File: src/route_pkg.sv
// shared constants for the routed histogram bank selector
`default_nettype none
package route_pkg;
	// ----------------------------------------
	// memory geometry
	// ----------------------------------------
	localparam int unsigned BLOCK_COUNT = 512;  // histogram blocks in total
	localparam int unsigned BLOCK_W = 9;  // bits of a block number
	localparam int unsigned ROUTE_CH = 4;  // router channels
	localparam int unsigned ROUTE_W = 2;  // bits of a router channel
	localparam int unsigned BIN_W = 12;  // bits of a time bin
	localparam int unsigned RATE_W = 24;  // bits of a rate counter
	localparam logic [ROUTE_W-1:0] ROUTE_ZERO = 2'h0;  // base alignment bits
	localparam logic [RATE_W-1:0] RATE_ZERO = 24'h00_0000;  // counter reset value
	localparam logic [RATE_W-1:0] RATE_ONE = 24'h00_0001;  // counter step
	// ----------------------------------------
	// rate meter source selector
	// ----------------------------------------
	localparam logic [2:0] METER_SUM = 3'h4;  // sum of all routing channels
endpackage
`default_nettype wire

File: src/rate_meter.sv
// one event counter with a gate window, latched at each gate end
`default_nettype none
module rate_meter
	import route_pkg::*;
(
	// clock and reset
	input wire logic clk,
	input wire logic rst_n,
	// events and gate
	input wire logic event_hit,
	input wire logic gate_end,
	// result
	output logic [RATE_W-1:0] rate
);
	logic [RATE_W-1:0] count_r;  // running count of this gate

	// count, restart at gate end; an event at gate end starts the new gate
	always_ff @(posedge clk or negedge rst_n) begin
		if (!rst_n) begin
			count_r <= RATE_ZERO;
		end else if (gate_end) begin
			count_r <= event_hit ? RATE_ONE : RATE_ZERO;
		end else if (event_hit) begin
			count_r <= count_r + RATE_ONE;
		end
	end

	// latch the finished gate's total, counting an event at gate end as well
	always_ff @(posedge clk or negedge rst_n) begin
		if (!rst_n) begin
			rate <= RATE_ZERO;
		end else if (gate_end) begin
			rate <= event_hit ? count_r + RATE_ONE : count_r;
		end
	end
endmodule
`default_nettype wire

File: src/routed_histogram_bank_select.sv
// routing logic: steers timed counts to histogram blocks, tags records, feeds rate meters
`default_nettype none
// Overview of operation
// - routed counts go to channel's own block
// - routed collection spans four consecutive blocks of 512
// - base block is first of four, aligned
// - unrouted: all counts into selected block
// - tagged records carry two routing bits
// - all channels share one timing input
// - input rate counts every event always
// - other meters: sum or one channel
// - routing allowed only with router detected
// - only first photon per sync period timed
module routed_histogram_bank_select
	import route_pkg::*;
(
	// clock and reset
	input wire logic clk,
	input wire logic rst_n,
	// configuration
	input wire logic routed_req,
	input wire logic [BLOCK_W-1:0] block_sel,
	input wire logic [2:0] meter_sel,
	input wire logic router_present_pin,
	// timing front end (same clock domain)
	input wire logic sync_tick,
	input wire logic photon_hit,
	input wire logic [BIN_W-1:0] photon_bin,
	input wire logic gate_end,
	// router control port pins
	input wire logic [ROUTE_W-1:0] router_port_a,
	// histogram increment stream
	output logic hist_valid,
	output logic [BLOCK_W-1:0] hist_block,
	output logic [BIN_W-1:0] hist_bin,
	// time tagged record stream
	input wire logic time_tagged_record_mode,
	output logic rec_valid,
	output logic [ROUTE_W-1:0] rec_route,
	output logic [BIN_W-1:0] rec_bin,
	// status
	output logic router_detected,
	output logic routed_active,
	output logic [RATE_W-1:0] input_rate,
	output logic [RATE_W-1:0] meter_rate
);
	// ----------------------------------------
	// pin synchronisers
	// ----------------------------------------
	logic [ROUTE_W-1:0] chan_s1_r;  // first stage, read only by second
	logic [ROUTE_W-1:0] chan_r;  // synchronised channel number
	logic pres_s1_r;  // first stage of presence
	logic pres_r;  // synchronised presence
	logic started_r;  // startup sample taken
	logic taken_r;  // a photon already timed this sync period

	// two flops for the channel and presence pins
	always_ff @(posedge clk or negedge rst_n) begin
		if (!rst_n) begin
			chan_s1_r <= ROUTE_ZERO;
			chan_r <= ROUTE_ZERO;
			pres_s1_r <= 1'b0;
			pres_r <= 1'b0;
		end else begin
			chan_s1_r <= router_port_a;
			chan_r <= chan_s1_r;
			pres_s1_r <= router_present_pin;
			pres_r <= pres_s1_r;
		end
	end

	// ----------------------------------------
	// startup detection and routing enable
	// ----------------------------------------
	// presence caught once after reset, when the synchroniser has settled
	// two delay stages, so the pin has crossed both synchroniser flops first
	logic settle_r;  // first delay stage before sampling
	logic settle2_r;  // second delay stage, presence now settled in pres_r
	always_ff @(posedge clk or negedge rst_n) begin
		if (!rst_n) begin
			settle_r <= 1'b0;
			settle2_r <= 1'b0;
			started_r <= 1'b0;
			router_detected <= 1'b0;
		end else begin
			settle_r <= 1'b1;
			settle2_r <= settle_r;
			if (settle2_r && !started_r) begin
				started_r <= 1'b1;
				router_detected <= pres_r;
			end
		end
	end

	assign routed_active = routed_req && router_detected;

	// ----------------------------------------
	// block arithmetic
	// ----------------------------------------
	// align a block number to a group of four
	function automatic logic [BLOCK_W-1:0] group_base(input logic [BLOCK_W-1:0] b);
		group_base = {b[BLOCK_W-1:ROUTE_W], ROUTE_ZERO};
	endfunction

	logic [BLOCK_W-1:0] base_blk;  // effective base block
	logic [BLOCK_W-1:0] target_blk;  // block for this count
	// base is forced to a multiple of four while routed
	assign base_blk = routed_active ? group_base(block_sel) : block_sel;
	// routed: base plus channel stays inside the aligned group of four blocks
	assign target_blk = routed_active ? {base_blk[BLOCK_W-1:ROUTE_W], chan_r}
		: base_blk;

	// ----------------------------------------
	// first photon per sync period
	// ----------------------------------------
	logic accept;  // this photon is timed
	// a photon on the sync edge belongs to the new period
	assign accept = photon_hit && (sync_tick || !taken_r);

	// mark the period taken after its first photon; set wins over the sync clear
	always_ff @(posedge clk or negedge rst_n) begin
		if (!rst_n) begin
			taken_r <= 1'b0;
		end else if (photon_hit) begin
			taken_r <= 1'b1;
		end else if (sync_tick) begin
			taken_r <= 1'b0;
		end
	end

	// ----------------------------------------
	// histogram and record outputs
	// ----------------------------------------
	// one registered increment per accepted photon outside record mode
	always_ff @(posedge clk or negedge rst_n) begin
		if (!rst_n) begin
			hist_valid <= 1'b0;
			hist_block <= '0;
			hist_bin <= '0;
		end else begin
			hist_valid <= accept && !time_tagged_record_mode;
			if (accept) begin
				hist_block <= target_blk;
				hist_bin <= photon_bin;
			end
		end
	end

	// tagged records carry the routing bits
	always_ff @(posedge clk or negedge rst_n) begin
		if (!rst_n) begin
			rec_valid <= 1'b0;
			rec_route <= ROUTE_ZERO;
			rec_bin <= '0;
		end else begin
			rec_valid <= accept && time_tagged_record_mode;
			if (accept) begin
				rec_route <= chan_r;
				rec_bin <= photon_bin;
			end
		end
	end

	// ----------------------------------------
	// rate meters
	// ----------------------------------------
	logic [ROUTE_CH-1:0] chan_hit;  // per-channel events
	logic [RATE_W-1:0] ch_rate [ROUTE_CH];  // per-channel rates
	logic [RATE_W-1:0] sum_rate;  // all-channel accepted rate

	// every event at the shared input, routed or not
	rate_meter u_input (
		.clk(clk),
		.rst_n(rst_n),
		.event_hit(photon_hit),
		.gate_end(gate_end),
		.rate(input_rate)
	);

	rate_meter u_sum (
		.clk(clk),
		.rst_n(rst_n),
		.event_hit(accept),
		.gate_end(gate_end),
		.rate(sum_rate)
	);

	// one meter per routing channel
	genvar gi;
	generate
		for (gi = 0; gi < ROUTE_CH; gi++) begin : g_ch
			assign chan_hit[gi] = accept && (chan_r == ROUTE_W'(gi));
			rate_meter u_ch (
				.clk(clk),
				.rst_n(rst_n),
				.event_hit(chan_hit[gi]),
				.gate_end(gate_end),
				.rate(ch_rate[gi])
			);
		end
	endgenerate

	// meter shows the sum or one selected channel when routed
	always_ff @(posedge clk or negedge rst_n) begin
		if (!rst_n) begin
			meter_rate <= RATE_ZERO;
		end else if (routed_active && meter_sel != METER_SUM) begin
			meter_rate <= ch_rate[meter_sel[ROUTE_W-1:0]];
		end else begin
			meter_rate <= sum_rate;
		end
	end

	// ----------------------------------------
	// assertions
	// ----------------------------------------
	a_routed_target: assert property (@(posedge clk) disable iff (!rst_n)
		accept && routed_active && !time_tagged_record_mode |=>
		hist_valid && hist_block == {$past(block_sel[BLOCK_W-1:ROUTE_W]), $past(chan_r)})
		else $error("routed count went to wrong block");
	a_group_aligned: assert property (@(posedge clk) disable iff (!rst_n)
		routed_active |-> base_blk[ROUTE_W-1:0] == ROUTE_ZERO)
		else $error("routed base not aligned to four");
	a_plain_block: assert property (@(posedge clk) disable iff (!rst_n)
		accept && !routed_active && !time_tagged_record_mode |=>
		hist_block == $past(block_sel))
		else $error("unrouted count left selected block");
	a_record_route: assert property (@(posedge clk) disable iff (!rst_n)
		accept && time_tagged_record_mode |=> rec_valid && rec_route == $past(chan_r))
		else $error("record route bits wrong");
	a_first_only: assert property (@(posedge clk) disable iff (!rst_n)
		photon_hit ##1 (photon_hit && !sync_tick) |-> !accept)
		else $error("second photon in period accepted");
	a_late_drop: assert property (@(posedge clk) disable iff (!rst_n)
		photon_hit && taken_r && !sync_tick |=> !hist_valid && !rec_valid)
		else $error("late photon produced an output");
	a_route_gate: assert property (@(posedge clk) disable iff (!rst_n)
		accept && !router_detected && !time_tagged_record_mode |=>
		hist_block == $past(block_sel))
		else $error("routing without router");
	a_detect_hold: assert property (@(posedge clk) disable iff (!rst_n)
		started_r |=> $stable(router_detected))
		else $error("router presence changed after startup");
	a_group_span: assert property (@(posedge clk) disable iff (!rst_n)
		accept && routed_active && !time_tagged_record_mode |=>
		hist_block - $past(base_blk) < BLOCK_W'(ROUTE_CH))
		else $error("routed block outside group of four");
	a_meter_sum: assert property (@(posedge clk) disable iff (!rst_n)
		!routed_active ##1 1'b1 |-> meter_rate == $past(sum_rate))
		else $error("meter not showing sum");
	a_no_dual: assert property (@(posedge clk) disable iff (!rst_n)
		!(hist_valid && rec_valid))
		else $error("count in both streams");
	c_routed: cover property (@(posedge clk) disable iff (!rst_n) accept && routed_active);
	c_plain: cover property (@(posedge clk) disable iff (!rst_n) accept && !routed_active);
	c_record: cover property (@(posedge clk) disable iff (!rst_n) rec_valid);
	c_drop: cover property (@(posedge clk) disable iff (!rst_n) photon_hit && taken_r);
endmodule
`default_nettype wire

File: config.mk
export PLATFORM = sky130hd
export DESIGN_NAME = routed_histogram_bank_select
export DESIGN_NICKNAME = d
export VERILOG_FILES = /design/src/route_pkg.sv /design/src/rate_meter.sv /design/src/routed_histogram_bank_select.sv
export SDC_FILE = /design/constraint.sdc
export NUM_CORES = 1
export LEC_CHECK = 0
export BUFFER_PORTS_ARGS = -buffer_cell sky130_fd_sc_hd__buf_2
export CAP_MARGIN = 20
export CORE_MARGIN = 10
export CORE_UTILIZATION = 40
export CTS_BUF_LIST = sky130_fd_sc_hd__clkbuf_16
export CTS_CLUSTER_SIZE = 8
export DETAILED_ROUTE_END_ITERATION = 16
export PLACE_DENSITY = 0.58
export SYNTH_ARGS = -nofsm -noshare
export SYNTH_HDL_FRONTEND = slang
export SYNTH_SLANG_ARGS = --single-unit
File: constraint.sdc
create_clock -name clk -period 3.1 [get_ports clk]
set_clock_uncertainty 0.1 [all_clocks]
set_input_delay 0.775 -clock clk [delete_from_list [all_inputs] [get_ports clk]]
set_output_delay 0.775 -clock clk [all_outputs]
set_load 0.05 [all_outputs]
==> results.yml, run 1 <==
status:
  status: "completed"
critical_path:
  startpoint_type: "flop"
  startpoint: "chan_r[0]$_DFF_PN0_"
  arrival_ps: 2690
  crit_fanout: 16
  slowest_stage: "and3_1"
  critPathMaxStageDelay_ps: 620
  r2r_start: "chan_r[0]$_DFF_PN0_"
  critPathRequiredTime_ps: 3430
  end_kind: "flop"
  path_cells: "nor3b_1 > and3_1 > nand4_1 > xor2_1 > a21oi_1"
  critical_path_class: "reg2reg"
sta:
  worstMarginPinSlew_ps: 745
  max_freq_mhz: 423
  holdWs_ps: 82.6
  drv_slew: 0
  hold_viol_final: 0
  period_share_pct: 76.3
  setup_viol: 0
  slew_headroom_pct: 50.0
  finalSetupTns_ps: 0
  rsz0062_at_grt: "no"
  min_period_ps: 2360
clocking:
  ctsResizeCount: 0
  clock_path_buffers: 3
  cts_root_buf: "clkbuf_16"
  insertion_delay_ps: 560
  cts_made_buffers: 49
  htreeDepth: 2
  cts_tree: "built"
  path_clk_slew_ps: 50
  postCtsHoldBufs: 0
  clock-sinks: 348
  cts_setup_buffers: 0
logic_synthesis:
  synth_fp_nets: 1478
  yosysWarnings: 0
  syn_area_per_cell_um2: 10.6
  synth_seq_area_share_pct: 57.4
  ys_ff_latch: 348
  yosysUniqueCellTypes: 48
  synth_edf_count: 0
  netlist_area_um2: 15200
  postSynth.asyncResetShare_pct: 100
  syn_inst: 1438
  ys.flop_type: "dfrtp_1"
final_layout:
  final_cell_mix: "348 x dfrtp_1, 306 x nor2_1, 144 x a21oi_1"
  area_growth_pct: 15.7
  drive_gt1_share_pct: 17.5
  layout_commonest_cell: "dfrtp_1"
  final_cells: 2054
  insertedDiodeCount: 0
  layout.nets: 1583
grt:
  track_usage_pct: 16.4
  grt_max_degree: 102
  grt_overflow: 0
  grt_pass1_wl_mm: 60.5
  antenna_found_initial: 2
  grt_pass1_vias: 10400
drt:
  drtPass1Iterations: 5
  routed_wl_mm: 37.9
  via_count: 10500
  drc_errors: 0
  viasPerCell: 5.10
  drtAntennaViolNets: 0
  drtIter0Drc: 756
  wire_per_inst_um: 18.4
pwr:
  p_leak_nw: 7.83
  p_per_area_nw_per_um2: 615
  peakVddDrop_v: 0.000400
  total_power_mw: 10.8
floorplanning:
  coreArea_um2: 37600
  die_x_um: 215
  die-height_um: 215
  io_pins: 121
  std_cell_rows: 71
  die_area_um2: 46200
  initial_utilization_pct: 40.4
run:
  maxCapViolCount: 0
placed_design:
  dpl.hpwl_mm: 26.2
  place_congestion: 0.830
  dpl.cell_count: 2003
  io_buffers: 120
hold_path:
  hp-class: "in2async"
[metal layers]
layer	GRT usage [%]	vias to the layer above	wire [µm]
li1	-	5047	-
met1	22.8	5173	17400
met2	25.4	205	17700
met3	3.43	58	1950
met4	4.66	2	769
met5	0	-	12
[final timing paths]
check                                               endpoint  slack (ps)  cells past startpoint
min reg2reg                              chan_r[0]$_DFF_PN0_         240                      0
max reg2reg                g_ch[0].u_ch.rate[17]$_DFFE_PN0P_         740                      5
max                        g_ch[0].u_ch.rate[17]$_DFFE_PN0P_         740                      5
min                                  rec_bin[11]$_DFFE_PN0N_          80                      1
max in group asynchronous       u_input.rate[20]$_DFFE_PN0P_        2070                      2
min in group clk                         pres_s1_r$_DFF_PN0_         230                      1
[flip-flops by register name, indices dropped and copies added, names as in the netlist, 2 cells and up]
name / flops
g_ch.u_ch.count_r: 96
g_ch.u_ch.rate: 96
meter_rate: 24
u_input.count_r: 24
u_input.rate: 24
u_sum.count_r: 24
u_sum.rate: 24
rec_bin: 12
hist_block: 9
chan_r: 2
chan_s1_r: 2
rec_route: 2
[logic make-up (layout without fill, tap and decap cells)]
group / Yosys count / after routing / share of synthesized area [%]
xor gates and xnor gates: 144 / 144 / 8.31
and+or+nand+nor: 631 / 631 / 19.9
adders and majority gates: 6 / 6 / 0.494
DFF: 348 / 348 / 57.4
other: 1 / 1 / 0.0247
AOI/OAI and AO/OA: 149 / 149 / 4.91
muxes: 57 / 57 / 5.94
buffers and inverters: 102 / 207 / 3.10
[layout make-up]
| class | instances | area, µm² |
|---|---|---|
| clock buffers | 49 | 1230 |
| clock inverters | 2 | 8.76 |
| fillers | 3520 | 20000 |
| inverters | 13 | 51.3 |
| multi-input cells | 988 | 6010 |
| flip-flops and latches | 348 | 8710 |
| well taps | 511 | 639 |
| repair buffers | 143 | 931 |
[worst max-delay path: cells and delay by family, from the launching register on]
family | cells | cell delay (ps)
simple gates | 3 | 1250
flops | 1 | 520
compound gates | 1 | 100
xor+xnor | 1 | 260
[Yosys cell counts (2+ instances only)]
cell type,n,area share (%)
and3_1,23,0.95
nor4_1,12,0.49
nand2_1,101,2.5
nand2b_1,5,0.21
and4_1,11,0.63
xor2_1,77,4.4
mux2i_1,8,0.53
buf_4,12,0.59
nand3_1,56,1.8
nor4_4,3,0.42
nor3_2,7,0.46
nor3_1,21,0.69
and2_0,2,0.082
nand4b_1,2,0.12
o21ai_0,4,0.13
nor2_1,306,7.6
and2_1,4,0.16
inv_1,12,0.30
nand4_1,50,2.1
xnor2_1,67,3.9
ha_1,6,0.49
nor2b_1,7,0.29
mux4_2,24,3.6
buf_2,12,0.40
mux2_2,25,1.9
a21oi_1,145,4.8
clkbuf_1,61,1.5
nor4_2,8,0.66
dfrtp_1,348,57
[stage by stage]
step	worst slack (ps)	util, %	cell area, µm²
global route	562	46.8	17600
floorplan	682	-	15200
global placement	413	43.5	16300
finish	736	46.8	17600
CTS	728	46.8	17600
detailed placement	347	43.5	16300
[power breakdown]
group | internal, mW | switching (mW)
sequential | 4.79 | 0.174
clock | 2.75 | 1.82
combinational | 0.346 | 0.921
Note: power is estimated with default switching activity, not from simulation.
==> run 2, diff against run 1 <==
--- a/config.mk
+++ b/config.mk
@@ -12,7 +12,7 @@
 export CTS_BUF_LIST = sky130_fd_sc_hd__clkbuf_16
 export CTS_CLUSTER_SIZE = 8
 export DETAILED_ROUTE_END_ITERATION = 16
-export PLACE_DENSITY = 0.58
+export PLACE_DENSITY = 0.6
 export SYNTH_ARGS = -nofsm -noshare
 export SYNTH_HDL_FRONTEND = slang
 export SYNTH_SLANG_ARGS = --single-unit
==> constraint.sdc (replaced) <==
create_clock -name clk -period 1.9 [get_ports clk]
set_clock_uncertainty 0.1 [all_clocks]
set_input_delay 0.475 -clock clk [delete_from_list [all_inputs] [get_ports clk]]
set_output_delay 0.475 -clock clk [all_outputs]
set_load 0.05 [all_outputs]
==> results.yml, run 2 (synthesized netlist as in run 1, its figures left out) <==
status:
  status: "finished with violations"
  failed_checks: "negative setup slack"
hold_path:
  whs_path_depth: 3
  hp-class: "in2reg"
critical_path:
  critPathMaxStageDelay_ps: 630
  arrival_ps: 2290
  startpoint_type: "flop"
  critical_path_depth: 6
  end_kind: "flop"
  path_buf_inv: 1
  crit_fanout: 6
  path_cells: "nor2b_4 > buf_6 > or4_4 > nor3_4 > xnor2_2 > a21oi_1"
  slowest_stage: "or4_4"
  rr_worst_depth: 6
  critical_path_class: "reg2reg"
  critPathRequiredTime_ps: 2250
  crit_family: "simple AND/OR/NAND/NOR gates"
drt:
  drtIter0Drc: 853
  drtAntennaViolNets: 0
  drtPass1Iterations: 7
  via_count: 11000
  viasPerCell: 5.06
  drc_errors: 0
  routed_wl_mm: 37.1
  wire_per_inst_um: 17.1
final_layout:
  regArea_um2: 8710
  final_cell_mix: "344 x dfrtp_1, 305 x nor2_1, 143 x a21oi_1"
  drive_gt1_share_pct: 24.0
  largestRegisters: "g_ch.u_ch.count_r x96, g_ch.u_ch.rate x96"
  final_cells: 2168
  n_fill_cell: 3313
  insertedDiodeCount: 0
  layout_commonest_cell: "dfrtp_1"
  final_area_um2: 18900
  area_growth_pct: 24.4
  layout.nets: 1693
  multi_input_area_um2: 6290
sta:
  rsz0062_at_grt: "yes"
  worst_slack_ps: -34.7
  finalSetupTns_ps: -36.3
  holdWs_ps: 113
  hold_viol_final: 0
  max_freq_mhz: 517
  setup_viol: 2
  drv_slew: 0
  min_period_ps: 1930
  period_share_pct: 102
pwr:
  p_per_area_nw_per_um2: 945
  p_leak_nw: 8.57
  total_power_mw: 17.9
  peakVddDrop_v: 0.000572
floorplanning:
  std_cell_rows: 71
  io_pins: 121
  die_area_um2: 46200
  die-height_um: 215
  die_x_um: 215
  initial_utilization_pct: 40.4
  coreArea_um2: 37600
clocking:
  cts_tree: "built"
  htreeDepth: 2
  clock_path_buffers: 3
  clock-sinks: 348
  cts_made_buffers: 49
  cts_root_buf: "clkbuf_16"
  insertion_delay_ps: 580
  path_clk_slew_ps: 50
placed_design:
  place_congestion: 0.859
  place_area_um2: 17000
  io_buffers: 120
  dpl.cell_count: 2083
  dpl.hpwl_mm: 25.5
grt:
  grt_overflow: 0
  grt_pass1_wl_mm: 60.0
  grt_max_degree: 80
  track_usage_pct: 15.9
  antenna_found_initial: 1
  grt_pass1_vias: 11200
run:
  maxCapViolCount: 0
==> run 2: changes by cell type in the layout (fill, tap and decap cells not counted), sizes merged <==
| cell | previous run | this run |
|---|---|---|
| buf | 143 | 229 |
| dlygate4sd3 | 0 | 24 |
| clkinv | 1 | 3 |
| inv | 14 | 16 |
==> run 2: routing by layer <==
| layer | track usage (%) | wire length (µm) | vias to the layer above |
|---|---|---|---|
| met2 | 25.5 | 17700 | 234 |
| met1 | 21.1 | 16700 | 5381 |
| li1 | - | - | 5282 |
| met3 | 2.98 | 1700 | 74 |
| met4 | 5.65 | 889 | 2 |
| met5 | 0 | 13 | - |
==> run 2: path summary, 6_finish.rpt <==
kind / to / start / slack, ps
setup / recovery: g_ch[1].u_ch.rate[16]$_DFFE_PN0P_ / taken_r$_DFFE_PN0P_ / -30
hold / removal: hist_block[1]$_DFFE_PN0N_ / block_sel[1] / 110
setup reg to reg: g_ch[1].u_ch.rate[16]$_DFFE_PN0P_ / taken_r$_DFFE_PN0P_ / -30
hold reg to reg: settle2_r$_DFF_PN0_ / settle_r$_DFF_PN0_ / 250
max in group asynchronous: chan_r[1]$_DFF_PN0_ / rst_n / 760
min in group asynchronous: rec_bin[10]$_DFFE_PN0N_ / rst_n / 250
==> run 2: area by class of cell <==
type / instances / area share (%)
Clock buffer: 49 / 6.49
Sequential cell: 348 / 46.1
Tap cell: 511 / 3.38
Inverter: 13 / 0.271
Timing Repair Buffer: 253 / 10.2
Multi-Input combinational cell: 988 / 33.3
Clock inverter: 6 / 0.285
==> run 2: per-stage QoR <==
step | utilization [%] | worst slack (ps)
global route | 50.3 | -90.3
global placement | 45.3 | -141
finish | 50.3 | -34.7
floorplan | - | -4.45
CTS | 49.5 | -11.3
detailed placement | 45.3 | -188
==> run 2: power breakdown <==
group / switching [mW] / total (mW) / internal, mW
Sequential: 0.252 / 8.07 / 7.82
Clock: 3.05 / 7.57 / 4.52
Combinational: 1.54 / 2.22 / 0.681
==> run 2: worst register-to-register path, delay by kind of cell, from the launching register on <==
family                 cells  cell delay [ps]
AO/OA/AOI/OAI              1               90
XOR/XNOR                   1              140
buffers and inverters      1              100
flip-flops                 1              380
AND/OR/NAND/NOR            3             1000
==> run 2: repair_timing <==
item	4_1_cts	5_1_grt
setup endpoints to repair	51	90
hold endpoints to repair	100	0
gates resized for setup	10	46
buffers inserted	1	5
hold buffers	24	0
pin swaps	0	24
